File: src/rtl/flags_pkg.sv
/*
  Shared constants for the cpu status flag register block.
  Assumes a single pclk domain and an apb master on the same clock.
*/
package flags_pkg;
  localparam int flag_width = 8;
  localparam int data_width = 32;
  localparam int addr_width = 12;
  // bit order, also the stack image order
  localparam int bit_carry = 7;
  localparam int bit_zero = 6;
  localparam int bit_sign = 5;
  localparam int bit_overflow = 4;
  localparam int bit_decimal = 3;
  localparam int bit_half = 2;
  localparam int bit_user_one = 1;
  localparam int bit_user_two = 0;
  localparam logic [5:0] cond_mask = 6'h3f;
  localparam logic [1:0] user_mask = 2'h3;
  localparam logic [5:0] cond_reset = 6'h00;
  // apb word offsets
  localparam logic [11:0] off_flags = 12'h000;
  localparam logic [11:0] off_disp = 12'h004;
  localparam logic [11:0] off_addr = 12'h008;
  localparam logic [11:0] off_status = 12'h00c;
  // branch condition selects
  typedef enum logic [2:0] {
    cond_always = 3'h0,
    cond_carry = 3'h1,
    cond_zero = 3'h2,
    cond_sign = 3'h3,
    cond_overflow = 3'h4,
    cond_never = 3'h5
  } cond_sel_type;
endpackage

File: src/rtl/cpu_status_flags_unit.sv
/*
  Status flag register of an 8-bit cpu core with branch test, stack
  save/restore ports, displacement adder and an apb window.
  Assumes execute, branch and interrupt logic drive strobes on pclk.
*/
// How it works
// - six condition flags follow latest flag-setting operation
// - carry, overflow, zero, sign feed branch test
// - half and decimal flags never reach branch test
// - user flags change only by explicit write, apb write or interrupt return
// - no branch condition tests user flags
// - user flags have no reset term
// - interrupt, trap, illegal trap push full flags
// - interrupt return reloads all eight flag bits
// - displacement sign-extended before address addition
`timescale 1ns/1ps
module cpu_status_flags_unit
  import flags_pkg::*;
(
  input wire logic pclk,
  input wire logic presetn,
  input wire logic psel,
  input wire logic penable,
  input wire logic pwrite,
  input wire logic [flags_pkg::addr_width-1:0] paddr,
  input wire logic [flags_pkg::data_width-1:0] pwdata,
  output logic [flags_pkg::data_width-1:0] prdata,
  output logic pready,
  output logic pslverr,
  input wire logic alu_update,
  input wire logic [5:0] alu_flags_mask,
  input wire logic [5:0] alu_flags_value,
  input wire logic user_write,
  input wire logic [1:0] user_mask_in,
  input wire logic [1:0] user_value,
  input wire logic interrupt_entry,
  input wire logic trap_entry,
  input wire logic illegal_trap,
  input wire logic interrupt_return_instr,
  input wire logic [flags_pkg::flag_width-1:0] stack_flags,
  input wire flags_pkg::cond_sel_type cond_sel,
  input wire logic cond_invert,
  input wire logic [7:0] disp_in,
  input wire logic [15:0] base_addr,
  output logic [flags_pkg::flag_width-1:0] push_data,
  output logic push_valid,
  output logic branch_taken,
  output logic [15:0] target_addr
);
  import flags_pkg::*;

  typedef struct packed {
    logic [5:0] cond;
    logic [7:0] push;
    logic push_v;
    logic taken;
    logic [15:0] target;
    logic [31:0] rdata;
    logic ready;
    logic err;
  } state_type;

  state_type s_q, s_d;
  // user flags live apart from the struct: they have no reset term, so
  // they cannot share the async-reset register with the rest
  logic [1:0] user_q, user_d;
  logic [7:0] flags_now;
  logic save_event;
  logic apb_write;
  logic test_bit;

  // cond holds C Z S V D H in bits 5..0, users in 1..0 of the image
  assign flags_now = {s_q.cond, user_q};
  assign save_event = interrupt_entry | trap_entry | illegal_trap;
  // a write lands only on the access edge where pready is seen high
  assign apb_write = psel && penable && pwrite && s_q.ready &&
                     paddr == off_flags;

  always_comb begin
    s_d = s_q;
    user_d = user_q;
    s_d.ready = 1'b0;
    s_d.err = 1'b0;
    s_d.push_v = 1'b0;
    // priority: restore, then apb write, then alu/explicit writes
    if (alu_update) begin
      s_d.cond = (s_q.cond & ~alu_flags_mask) |
                 (alu_flags_value & alu_flags_mask);
    end
    if (user_write) begin
      user_d = (user_q & ~user_mask_in) |
               (user_value & user_mask_in);
    end
    if (psel && !penable) begin
      s_d.ready = 1'b1;
      s_d.rdata = '0;
      case (paddr)
        off_flags: s_d.rdata[7:0] = flags_now;
        off_disp: s_d.rdata[7:0] = disp_in;
        off_addr: s_d.rdata[15:0] = s_q.target;
        off_status: s_d.rdata[1:0] = {s_q.push_v, s_q.taken};
        default: s_d.err = 1'b1;
      endcase
    end
    // read data is taken in setup, so it shows flags before this write
    if (apb_write) begin
      s_d.cond = pwdata[bit_carry:bit_half] & cond_mask;
      user_d = pwdata[bit_user_one:bit_user_two] & user_mask;
    end
    if (interrupt_return_instr) begin
      s_d.cond = stack_flags[bit_carry:bit_half];
      user_d = stack_flags[bit_user_one:bit_user_two];
    end
    if (save_event) begin
      s_d.push = flags_now;
      s_d.push_v = 1'b1;
    end
    // only C Z S V are selectable; D, H and users have no select
    case (cond_sel)
      cond_always: test_bit = 1'b1;
      cond_carry: test_bit = s_q.cond[bit_carry-bit_half];
      cond_zero: test_bit = s_q.cond[bit_zero-bit_half];
      cond_sign: test_bit = s_q.cond[bit_sign-bit_half];
      cond_overflow: test_bit = s_q.cond[bit_overflow-bit_half];
      default: test_bit = 1'b0;
    endcase
    s_d.taken = test_bit ^ cond_invert;
    s_d.target = base_addr + {{8{disp_in[7]}}, disp_in};
  end

  // user bits sit outside the reset so they keep their value
  always_ff @(posedge pclk or negedge presetn) begin
    if (!presetn) begin
      s_q.cond <= cond_reset;
      s_q.push <= 8'h00;
      s_q.push_v <= 1'b0;
      s_q.taken <= 1'b0;
      s_q.target <= 16'h0000;
      s_q.rdata <= 32'h00000000;
      s_q.ready <= 1'b0;
      s_q.err <= 1'b0;
    end else begin
      s_q.cond <= s_d.cond;
      s_q.push <= s_d.push;
      s_q.push_v <= s_d.push_v;
      s_q.taken <= s_d.taken;
      s_q.target <= s_d.target;
      s_q.rdata <= s_d.rdata;
      s_q.ready <= s_d.ready;
      s_q.err <= s_d.err;
    end
  end

  always_ff @(posedge pclk) begin
    user_q <= user_d;
  end

  assign prdata = s_q.rdata;
  assign pready = s_q.ready;
  assign pslverr = s_q.err;
  assign push_data = s_q.push;
  assign push_valid = s_q.push_v;
  assign branch_taken = s_q.taken;
  assign target_addr = s_q.target;

  push_image_a: assert property (
    @(posedge pclk) disable iff (!presetn)
    save_event |=> push_valid && push_data == $past(flags_now))
    else $error("push image wrong");
  push_quiet_a: assert property (
    @(posedge pclk) disable iff (!presetn)
    !save_event |=> !push_valid)
    else $error("push without event");
  restore_all_a: assert property (
    @(posedge pclk) disable iff (!presetn)
    interrupt_return_instr |=> flags_now == $past(stack_flags))
    else $error("restore wrong");
  user_hold_a: assert property (
    @(posedge pclk) disable iff (!presetn)
    !user_write && !interrupt_return_instr && !apb_write |=>
    $stable(user_q))
    else $error("user flag changed");
  user_write_a: assert property (
    @(posedge pclk) disable iff (!presetn)
    apb_write && !interrupt_return_instr |=>
    user_q == $past(pwdata[bit_user_one:bit_user_two]))
    else $error("user flag write lost");
  cond_hold_a: assert property (
    @(posedge pclk) disable iff (!presetn)
    !alu_update && !apb_write && !interrupt_return_instr |=>
    $stable(s_q.cond))
    else $error("condition flags drifted");
  alu_update_a: assert property (
    @(posedge pclk) disable iff (!presetn)
    alu_update && alu_flags_mask == cond_mask && !interrupt_return_instr &&
    !apb_write |=> s_q.cond == $past(alu_flags_value))
    else $error("alu update lost");
  carry_branch_a: assert property (
    @(posedge pclk) disable iff (!presetn)
    cond_sel == cond_carry && !cond_invert |=>
    branch_taken == $past(flags_now[bit_carry]))
    else $error("carry test wrong");
  zero_branch_a: assert property (
    @(posedge pclk) disable iff (!presetn)
    cond_sel == cond_zero && cond_invert |=>
    branch_taken == !$past(flags_now[bit_zero]))
    else $error("zero test wrong");
  sign_branch_a: assert property (
    @(posedge pclk) disable iff (!presetn)
    cond_sel == cond_sign && !cond_invert |=>
    branch_taken == $past(flags_now[bit_sign]))
    else $error("sign test wrong");
  overflow_branch_a: assert property (
    @(posedge pclk) disable iff (!presetn)
    cond_sel == cond_overflow && !cond_invert |=>
    branch_taken == $past(flags_now[bit_overflow]))
    else $error("overflow test wrong");
  always_branch_a: assert property (
    @(posedge pclk) disable iff (!presetn)
    cond_sel == cond_always && !cond_invert |=> branch_taken)
    else $error("always not taken");
  never_branch_a: assert property (
    @(posedge pclk) disable iff (!presetn)
    cond_sel == cond_never && !cond_invert |=> !branch_taken)
    else $error("never taken");
  disp_sext_a: assert property (
    @(posedge pclk) disable iff (!presetn)
    1'b1 |=> target_addr == 16'($past(base_addr) +
    {{8{$past(disp_in[7])}}, $past(disp_in)}))
    else $error("displacement wrong");
  // a stretched pready would let a master see one access twice
  ready_pulse_a: assert property (
    @(posedge pclk) disable iff (!presetn)
    pready |=> !pready)
    else $error("pready held too long");
endmodule

File: config.mk
export PLATFORM = sky130hd
export DESIGN_NAME = cpu_status_flags_unit
export DESIGN_NICKNAME = d
export VERILOG_FILES = /design/src/rtl/flags_pkg.sv /design/src/rtl/cpu_status_flags_unit.sv
export SDC_FILE = /design/constraint.sdc
export NUM_CORES = 1
export LEC_CHECK = 0
export BUFFER_PORTS_ARGS = -buffer_cell sky130_fd_sc_hd__buf_2
export CAP_MARGIN = 0
export CORE_UTILIZATION = 49
export DETAILED_ROUTE_END_ITERATION = 16
export PLACE_DENSITY = 0.9
export SLEW_MARGIN = 30
export SYNTH_ARGS = -nofsm -noshare
export SYNTH_HDL_FRONTEND = slang
export SYNTH_SLANG_ARGS = --single-unit
export TNS_END_PERCENT = 100
File: constraint.sdc
create_clock -name pclk -period 2.6 [get_ports pclk]
set_input_delay 0.52 -clock pclk [delete_from_list [all_inputs] [get_ports pclk]]
set_output_delay 0.52 -clock pclk [all_outputs]
set_load 0.01 [all_outputs]
==> metrics.md, run 1 <==
| Metric | Value |
|---|---|
| CTS buffer count | 5 |
| Crit path required time | 2.77 ns |
| Crit path DAT | 2.54 ns |
| Finished Layout Cells | 498 |
| Setup TNS | 0 ns |
| Post-Synthesis Cells | 294 |
| Crit share post-route | 91.2% |
| Maximum fanout along the worst path | 3 |
| Post-cts resize count | 0 |
| Initial DRC count | 178 |
| Setup repair bufs after CTS | 0 |
| Status | complete, no violations |
| Die H | 81.7 um |
| Setup Viol. Count Final | 0 |
| Pin count of the biggest net entering global routing | 28 |
| WL per Instance | 15.7 um |
| Grt ovf | 0 |
| Worst setup EP type | flip-flop |
| GPL Wtd Cong | 0.841 |
| Core Box Area | 6030 sq um |
| Number of remaining DRC errors | 0 |
| Synth top area share | 40.2% |
| Asr flop ratio synth | 96.2% |
| Dpl hpwl | 6340 um |
| Layout Nets | 545 |
| Synthesized cell area | 3110 sq um |
| Ports | 167 |
| # rows | 28 |
| Clock sinks | 52 |
| Gr usage total | 24.0% |
| Fraction of layout cells with a size suffix above 1 | 39.7% |
| R2R setup slack | 1.07 ns |
| Hold crit path type | primary input to asynchronous set/reset pin |
| Root buffer cell | clkbuf_8 |
| Synth area leader | dfrtp_1 |
| Dominant synthesized flop cell | dfrtp_1 |
| Met1 WL | 3270 um |
| Vias in the first global route | 2681 |
| Worst-case clock buffer depth | 2 |
| Final Max Slew Viols | 0 |
| Pleak | 0.00195 uW |
| DIE AREA | 6670 sq um |
| Dpl ws | -0.0556 ns |
| Met3 routed WL | 422 um |
| Max-cap violations | 0 |
| Seq cells post-synth | 52 |
| Drt via density | 5.61 |
| Synth cell count leaders | dfrtp_1 (50), nand2_1 (27), buf_4 (16) |
| Cts hold-fix bufs | 0 |
| Worst skew pair latency | 0.30 ns |
| Setup Skew | 0.00331 ns |
| Yosys warns | 0 |
| CP Launch Type | primary input |
| Reg area | 1310 sq um |
| Number of vias in the routed layout | 2792 |
| Die X | 81.7 um |
| Final hold viol count | 0 |
| Multi-input logic area | 1680 sq um |
| Worst-Margin Slew | 0.708 ns |
| Number of synthesized flops with an enable pin | 2 |
| Fillcell total | 505 |
| Clock slew at reported path FFs | 0.09 ns |
| Sequential area share after synthesis | 42.1% |
| Initial Util | 51.6% |
| 1st-pass router iterations | 4 |
| Dominant cells by area after synthesis | dfrtp_1 (40%), ha_1 (6.0%), mux2_2 (5.1%) |
| First-pass GRT wire length | 12100 um |
| Crit path time final | 2.37 ns |
| RSZ-0062 raised after global routing | no |
| Post-route ant nets | 0 |
| Synthesized area per cell | 10.6 sq um |
| Highest routed layer | met4 |
| Count leader, synth | dfrtp_1 |
| Pwr Density | 502 nW/um^2 |
| WL met2 | 3870 um |
| Placed cells | 490 |
| Initial antenna violation count | 0 |
| I/O Buffers | 126 |
| Critical path start-end classification | primary input to flip-flop |
| Final worst slack | 0.229 ns |
| # diodes | 0 |
| Clock tree from TritonCTS | built |
| Max transition margin | 52.5% |
| Area growth syn-to-layout | 24.1% |
| Max Freq | 0.422 GHz |
| Final wirelength | 7800 um |
| Worst vdd ir | 0.284 mV |
| H-tree depth | 2 |
| Netlist cell types | 61 |
worst max-delay path, stage by stage:
cell	delay (ns)
buf_2	0.11
ha_1	0.25
fa_1	0.43
a211oi_1	0.34
o21ai_0	0.18
a21oi_2	0.21
mux2i_1	0.09
a2111oi_0	0.40
metal layers:
layer	track usage, %	vias to the layer above
li1	-	1319
met1	29.8	1328
met2	41.8	125
met3	2.67	20
met4	11.4	0
met5	0	-
power breakdown:
group | total [uW] | switching, uW | internal [uW] | leakage (uW)
sequential | 942 | 47.9 | 894 | 0.000646
combinational | 538 | 295 | 243 | 0.00126
clock | 457 | 265 | 192 | 0.0000447
total | 1940 | 608 | 1330 | 0.00195
stage by stage:
step           hold slack, ns  total power (uW)  utilization, %  cell area, sq um
4_1_cts                 0.233              1950            64.1              3860
3_3_place_gp            0.461              1470            62.6              3770
5_1_grt                 0.254              2050            64.1              3860
6_report                0.218              1940            64.1              3860
3_5_place_dp            0.466              1490            62.6              3770
2_1_floorplan           0.224              1270               -              3170
final cells by class:
| cell class | count | share of cell area [%] |
|---|---|---|
| well taps | 75 | 2.43 |
| repair buffers | 132 | 17.5 |
| flip-flops and latches | 52 | 33.9 |
| clock buffers | 5 | 1.78 |
| multi-input cells | 228 | 43.5 |
| inverters | 3 | 0.292 |
| clock inverters | 3 | 0.583 |
path summary, 6_finish.rpt:
check | to | cells past startpoint | start
min in group pclk | branch_taken$_DFF_PN0_ | 2 | cond_invert
max in group asynchronous | push_data[1]$_DFFE_PN0P_ | 2 | presetn
min | prdata[11]$_DFFE_PN0P_ | 1 | presetn
min reg2reg | prdata[0]$_DFFE_PN0P_ | 2 | prdata[0]$_DFFE_PN0P_
max | target_addr[14]$_DFF_PN0_ | 8 | disp_in[0]
max reg2reg | flip-flop | 4 | pready$_DFF_PN0_
logic make-up after synthesis:
kind of cell | count (synthesis) | synth area share (%)
flops | 52 | 42.1
other cells | 1 | 0.121
buf+inv | 29 | 5.71
fa+ha+maj | 16 | 6.67
mux | 27 | 10.1
xor+xnor | 11 | 3.10
simple gates | 73 | 13.4
compound gates | 85 | 18.8
cell usage in the layout (no fill, tap or decap), drive strengths merged, types with 3 or more instances in the layout:
cell and count:
ha 15, nor2b 4, xor2 5, nor4 3, buf 132, a22o 9
a21oi 14, a211oi 3, mux2i 11, o21a 4, conb 16, clkbuf 5
nand2 27, o21ai 21, xnor2 6, nand4 4, inv 4, mux2 14
o21bai 3, a211o 3, a21o 3, a22oi 9, dfrtp 50, nor2 12
nor3 7
(Power assumes the default switching activity.)
==> run 2, diff against run 1 <==
--- a/config.mk
+++ b/config.mk
@@ -8,4 +8,5 @@
 export BUFFER_PORTS_ARGS = -buffer_cell sky130_fd_sc_hd__buf_2
-export CAP_MARGIN = 0
-export CORE_UTILIZATION = 49
+export CELL_PAD_IN_SITES_DETAIL_PLACEMENT = 1
+export CELL_PAD_IN_SITES_GLOBAL_PLACEMENT = 2
+export CORE_UTILIZATION = 28
 export DETAILED_ROUTE_END_ITERATION = 16
--- a/constraint.sdc
+++ b/constraint.sdc
@@ -3,2 +3,2 @@
 set_output_delay 0.52 -clock pclk [all_outputs]
-set_load 0.01 [all_outputs]
+set_load 0.005 [all_outputs]
==> run 2 against run 1 <==
First-iteration DRC count is 39% lower. Register-to-register slack hardly changed. Clock power is 2% higher. Critical path type unchanged. Largest power group unchanged.
==> metrics.md, run 2 (synthesis results as in run 1) <==
| Metric | Value |
|---|---|
| Status | complete, no violations |
| Layout Nets | 546 (+0.18%) |
| Core Box Area | 10800 sq um (+80%) |
| I/O Buffers | 126 (unchanged) |
| Max-cap violations | 0 (unchanged) |
| R2R cell count | 4 (unchanged) |
| Area growth syn-to-layout | 26.9% |
| Drt via density | 4.84 (-14%) |
| 1st-pass router iterations | 5 (+1) |
| GPL Wtd Cong | 0.784 (-6.8%) |
| Clock sinks | 52 (unchanged) |
| Setup TNS | 0 ns (unchanged) |
| Crit path DAT | 2.63 ns (+0.09 ns) |
| Clock tree from TritonCTS | built |
| WL per Instance | 15.8 um (+0.85%) |
| R2R setup slack | 1.07 ns (about the same) |
| CP Launch Type | primary input |
| First-pass GRT wire length | 13800 um (+14%) |
| R2R Path Start | pready$_DFF_PN0_ |
| # rows | 38 (+36%) |
| Setup repair bufs after CTS | 0 (unchanged) |
| Commonest non-fill, non-tap cell in the layout | buf_2 |
| Ports | 167 (unchanged) |
| Max transition margin | 51.1% (-1.5 points) |
| RSZ-0062 raised after global routing | no |
| Max Freq | 0.401 GHz (-4.9%) |
| H-tree depth | 2 (unchanged) |
| Die H | 107 um (+31%) |
| Critical path start-end classification | primary input to flip-flop |
| CTS buffer count | 5 (unchanged) |
| Maximum fanout along the worst path | 3 (unchanged) |
| Root buffer cell | clkbuf_8 |
| Fraction of layout cells with a size suffix above 1 | 39.4% (-0.33 points) |
| Worst skew pair latency | 0.31 ns (about the same) |
| Cts hold-fix bufs | 0 (unchanged) |
| Crit share post-route | 95.9% (+4.7 points) |
| WHS | 0.134 ns (-0.0843 ns) |
| Grt ovf | 0 (unchanged) |
| Commonest cells after routing, fill and taps aside | buf_2 (126), dfrtp_1 (50), nand2_1 (27) |
| Number of vias in the routed layout | 2728 (-2.3%) |
| Final hold viol count | 0 (unchanged) |
| Pin count of the biggest net entering global routing | 20 (-29%) |
| Vias in the first global route | 2763 (+3.1%) |
| Hold crit path type | primary input to asynchronous set/reset pin |
| Crit path from | disp_in[0] |
| # diodes | 0 (unchanged) |
| Initial Util | 28.7% (-23 points) |
| Crit path to | target_addr[14]$_DFF_PN0_ |
| Gr usage total | 15.6% (-8.4 points) |
| Pleak | 0.00196 uW (+0.29%) |
| Worst-case clock buffer depth | 2 (unchanged) |
| Post-cts resize count | 0 (unchanged) |
| Final Max Slew Viols | 0 (unchanged) |
| Final wirelength | 8910 um (+14%) |
| Post-route ant nets | 0 (unchanged) |
| Die X | 107 um (+31%) |
| Overall power | 1920 uW (-0.71%) |
| Pwr Density | 487 nW/um^2 (-2.9%) |
| DIE AREA | 11500 sq um (+73%) |
| Number of remaining DRC errors | 0 (unchanged) |
| Worst-Margin Slew | 0.730 ns (+0.0220 ns) |
| Initial DRC count | 109 (-39%) |
| Worst vdd ir | 0.209 mV (-27%) |
| Crit path required time | 2.73 ns (-0.04 ns) |
| Setup Viol. Count Final | 0 (unchanged) |
| Initial antenna violation count | 0 (unchanged) |
| Setup Skew | 0.0101 ns (+0.00682 ns) |
| Clock slew at reported path FFs | 0.09 ns (about the same) |
| Worst setup EP type | flip-flop |
| Dpl hpwl | 7530 um (+19%) |
| Finished Core Util | 36.4% (-28 points) |
| Crit path time final | 2.49 ns (+0.121 ns) |
==> run 2: cell types whose count changed in the layout (fill, tap and decap cells not counted) <==
| cell | before | now |
|---|---|---|
| inv_4 | 1 | 0 |
| clkbuf_1 | 0 | 2 |
| clkbuf_8 | 5 | 6 |
| clkinvlp_4 | 1 | 0 |
| buf_4 | 6 | 7 |
| clkinv_4 | 1 | 0 |
==> run 2: where the power goes <==
part | internal [uW] | switching [uW] | leakage, uW
clock network | 218 | 248 | 0.0000455
logic | 243 | 270 | 0.00127
registers | 895 | 50.4 | 0.000646
==> run 2: area by class of cell <==
type,instances,area [sq um]
clock buffer,8,90.1
fill,1285,6890
multi-input combinational,228,1680
timing repair buffer,133,683
inverter,3,11.3
tap,140,175
sequential,52,1310
==> run 2: worst max-delay path, stage by stage <==
cell and delay (ns):
buf_2 0.11, ha_1 0.25, fa_1 0.43, a211oi_1 0.32
o21ai_0 0.18, a21oi_2 0.20, mux2i_1 0.09, a2111oi_0 0.53
==> run 2: worst min path at each step <==
stage                     startpoint                          to  slack (ns)
2_1_floorplan                presetn  asynchronous set/reset pin        0.22
3_3_place_gp   prdata[0]$_DFFE_PN0P_       prdata[0]$_DFFE_PN0P_        0.46
3_5_place_dp                 presetn    push_data[1]$_DFFE_PN0P_        0.47
4_1_cts                      presetn    target_addr[1]$_DFF_PN0_        0.14
5_1_grt                      presetn    push_data[4]$_DFFE_PN0P_        0.17
6_report                     presetn    target_addr[1]$_DFF_PN0_        0.13
==> run 2: stage by stage <==
step	setup slack [ns]	area, sq um	std cells
after floorplan	0.239	3170	309
after global placement	-0.0238	3860	556
after detailed placement	-0.223	3860	556
after CTS	0.0912	3950	564
after global routing	0.0115	3950	564
final	0.107	3950	564
==> run 2: per-layer routing <==
layer,global-route usage (%),wire length (um)
met4,5.97,164
met3,1.69,358
met2,28.6,4600
met5,0,0
met1,18.7,3780
==> run 3, diff against run 2 <==
- RECOVER_POWER: unset -> 50
==> run 3 against run 2 <==
Register-to-register slack hardly changed. Worst setup slack got worse by 0.0043 ns. Critical path depth did not move. Utilization down 0.25 points. Cell area down 0.70%. Clock power barely moved. Hold slack better by 0.21 ns. Combinational power down 2%. Routed wire length decreased by 0.15%. Global-route usage is the same. Cell count unchanged. First-iteration DRC count fell by 25%. Highest routed layer unchanged.
==> metrics.md, run 3 (synthesis results as in run 1) <==
| Metric | Value |
|---|---|
| Critical path start-end classification | primary input to flip-flop |
| Layout Nets | 546 (unchanged) |
| Pleak | 0.00192 uW (-1.9%) |
| RSZ-0062 raised after global routing | no |
| I/O Buffers | 126 (unchanged) |
| DIE AREA | 11500 sq um (unchanged) |
| WL per Instance | 15.8 um (-0.15%) |
| Fraction of layout cells with a size suffix above 1 | 36.3% (-3.1 points) |
| Dpl hpwl | 7530 um (unchanged) |
| Family with the most delay on the worst path | compound AO/OA/AOI/OAI gates |
| Gr usage total | 15.6% (unchanged) |
| Commonest non-fill, non-tap cell in the layout | buf_2 |
| WP buf/inv | 1 (unchanged) |
| H-tree depth | 2 (unchanged) |
| Maximum fanout along the worst path | 3 (unchanged) |
| Initial Util | 28.7% (unchanged) |
| Die H | 107 um (unchanged) |
| Post-route ant nets | 0 (unchanged) |
| Final worst slack | 0.103 ns (-0.00432 ns) |
| Crit share post-route | 96.0% (+0.17 points) |
| GRT met3 Usage | 1.69% (unchanged) |
| # diodes | 0 (unchanged) |
| CP peak stage delay | 0.53 ns (about the same) |
| Global-route layer with the greatest usage | met2 |
| Overall power | 1920 uW (-0.39%) |
| Ports | 167 (unchanged) |
| Core Box Area | 10800 sq um (unchanged) |
| Cell breakdown of the critical path | buf_2, ha_1, fa_1, a211oi_1, o21ai_0, a21oi_2, mux2i_1, a2111oi_0 |
| GPL Wtd Cong | 0.784 (unchanged) |
| GR Util met1 | 18.7% (unchanged) |
| CP Launch Type | primary input |
| Worst-Margin Slew | 1.22 ns (+0.495 ns) |
| Post-cts resize count | 0 (unchanged) |
| Root buffer cell | clkbuf_8 |
| Worst-case clock buffer depth | 2 (unchanged) |
| GRT met2 Usage | 28.6% (unchanged) |
| Setup Viol. Count Final | 0 (unchanged) |
| First-pass GRT wire length | 13800 um (unchanged) |
| Pin count of the biggest net entering global routing | 20 (unchanged) |
| Die X | 107 um (unchanged) |
| Commonest cells after routing, fill and taps aside | buf_2 (117), dfrtp_1 (50), nand2_1 (27) |
| Worst skew pair latency | 0.31 ns (about the same) |
| Number of remaining DRC errors | 0 (unchanged) |
| Number of vias in the routed layout | 2723 (-0.18%) |
| Fillcell total | 1296 (+0.86%) |
| 1st-pass router iterations | 4 (-1) |
| Worst setup EP type | flip-flop |
| Crit path required time | 2.73 ns (about the same) |
| Max transition margin | 17.7% (-33 points) |
| Drt via density | 4.83 (-0.18%) |
| Slowest CP cell | a2111oi_0 |
| Status | complete, no violations |
| WHS | 0.344 ns (+0.210 ns) |
| Final wirelength | 8900 um (-0.15%) |
| Clock slew at reported path FFs | 0.09 ns (about the same) |
| Crit path time final | 2.50 ns (+0.00432 ns) |
| Worst vdd ir | 0.208 mV (-0.42%) |
| Initial antenna violation count | 0 (unchanged) |
| Area growth syn-to-layout | 26.1% |
| Crit path DAT | 2.63 ns (about the same) |
| Vias in the first global route | 2763 (unchanged) |
| Max-cap violations | 0 (unchanged) |
| Final Max Slew Viols | 0 (unchanged) |
| Initial DRC count | 82 (-25%) |
| Clock tree from TritonCTS | built |
| CTS buffer count | 5 (unchanged) |
| Cts hold-fix bufs | 0 (unchanged) |
| Clock sinks | 52 (unchanged) |
| # rows | 38 (unchanged) |
| Setup Skew | 0.0101 ns (-0.0000272 ns) |
| Grt ovf | 0 (unchanged) |
| Final hold viol count | 0 (unchanged) |
| Setup TNS | 0 ns (unchanged) |
| Max Freq | 0.401 GHz (-0.17%) |
| Finished Core Util | 36.2% (-0.25 points) |
| Pwr Density | 488 nW/um^2 (+0.31%) |
| Hold crit path type | primary input to asynchronous set/reset pin |
| Setup repair bufs after CTS | 0 (unchanged) |
| Dpl ws | -0.223 ns (unchanged) |
-- run 3: worst paths after layout --
path                                        from                   endpoint  slack, ns  cells past startpoint
max                                   disp_in[0]  target_addr[14]$_DFF_PN0_       0.10                      8
min reg2reg                prdata[1]$_DFFE_PN0P_      prdata[1]$_DFFE_PN0P_       0.49                      2
max in group asynchronous                presetn   target_addr[4]$_DFF_PN0_       0.91                      2
max reg2reg                     pready$_DFF_PN0_                  flip-flop       1.07                      4
min                                      presetn   target_addr[1]$_DFF_PN0_       0.34                      1
min in group pclk                    cond_invert     branch_taken$_DFF_PN0_       0.42                      2
-- run 3: layout make-up --
class	instances	area, sq um	share of cell area (%)
inverter	3	11.3	0.287
tap	140	175	4.47
clock buffer	8	90.1	2.30
sequential	52	1310	33.4
multi-input combinational	228	1670	42.7
timing repair buffer	133	661	16.8
-- run 3: worst register-to-register path: stages, from the launching register on --
cell and delay (ns):
dfrtp_1 0.35, nand4_1 0.11, or4_4 0.55, mux2i_1 0.20, o21ai_1 0.07
-- run 3: metrics by stage --
stage / cells / area [sq um]
after floorplan: 309 / 3170
after global placement: 556 / 3860
after detailed placement: 556 / 3860
after CTS: 564 / 3950
after global routing: 564 / 3920
final: 564 / 3920
-- run 3: metal layers --
metal  routed length [um]  vias up  share of wire [%]
li1                     -     1314                  -
met1                 3800     1328                 43
met2                 4600       72                 52
met3                  338        9                3.8
met4                  165        0                1.9
met5                    0        -                  0
-- run 3: where the power goes --
group          internal (uW)  switching (uW)
combinational            236             269
sequential               895            50.7
clock                    218             248
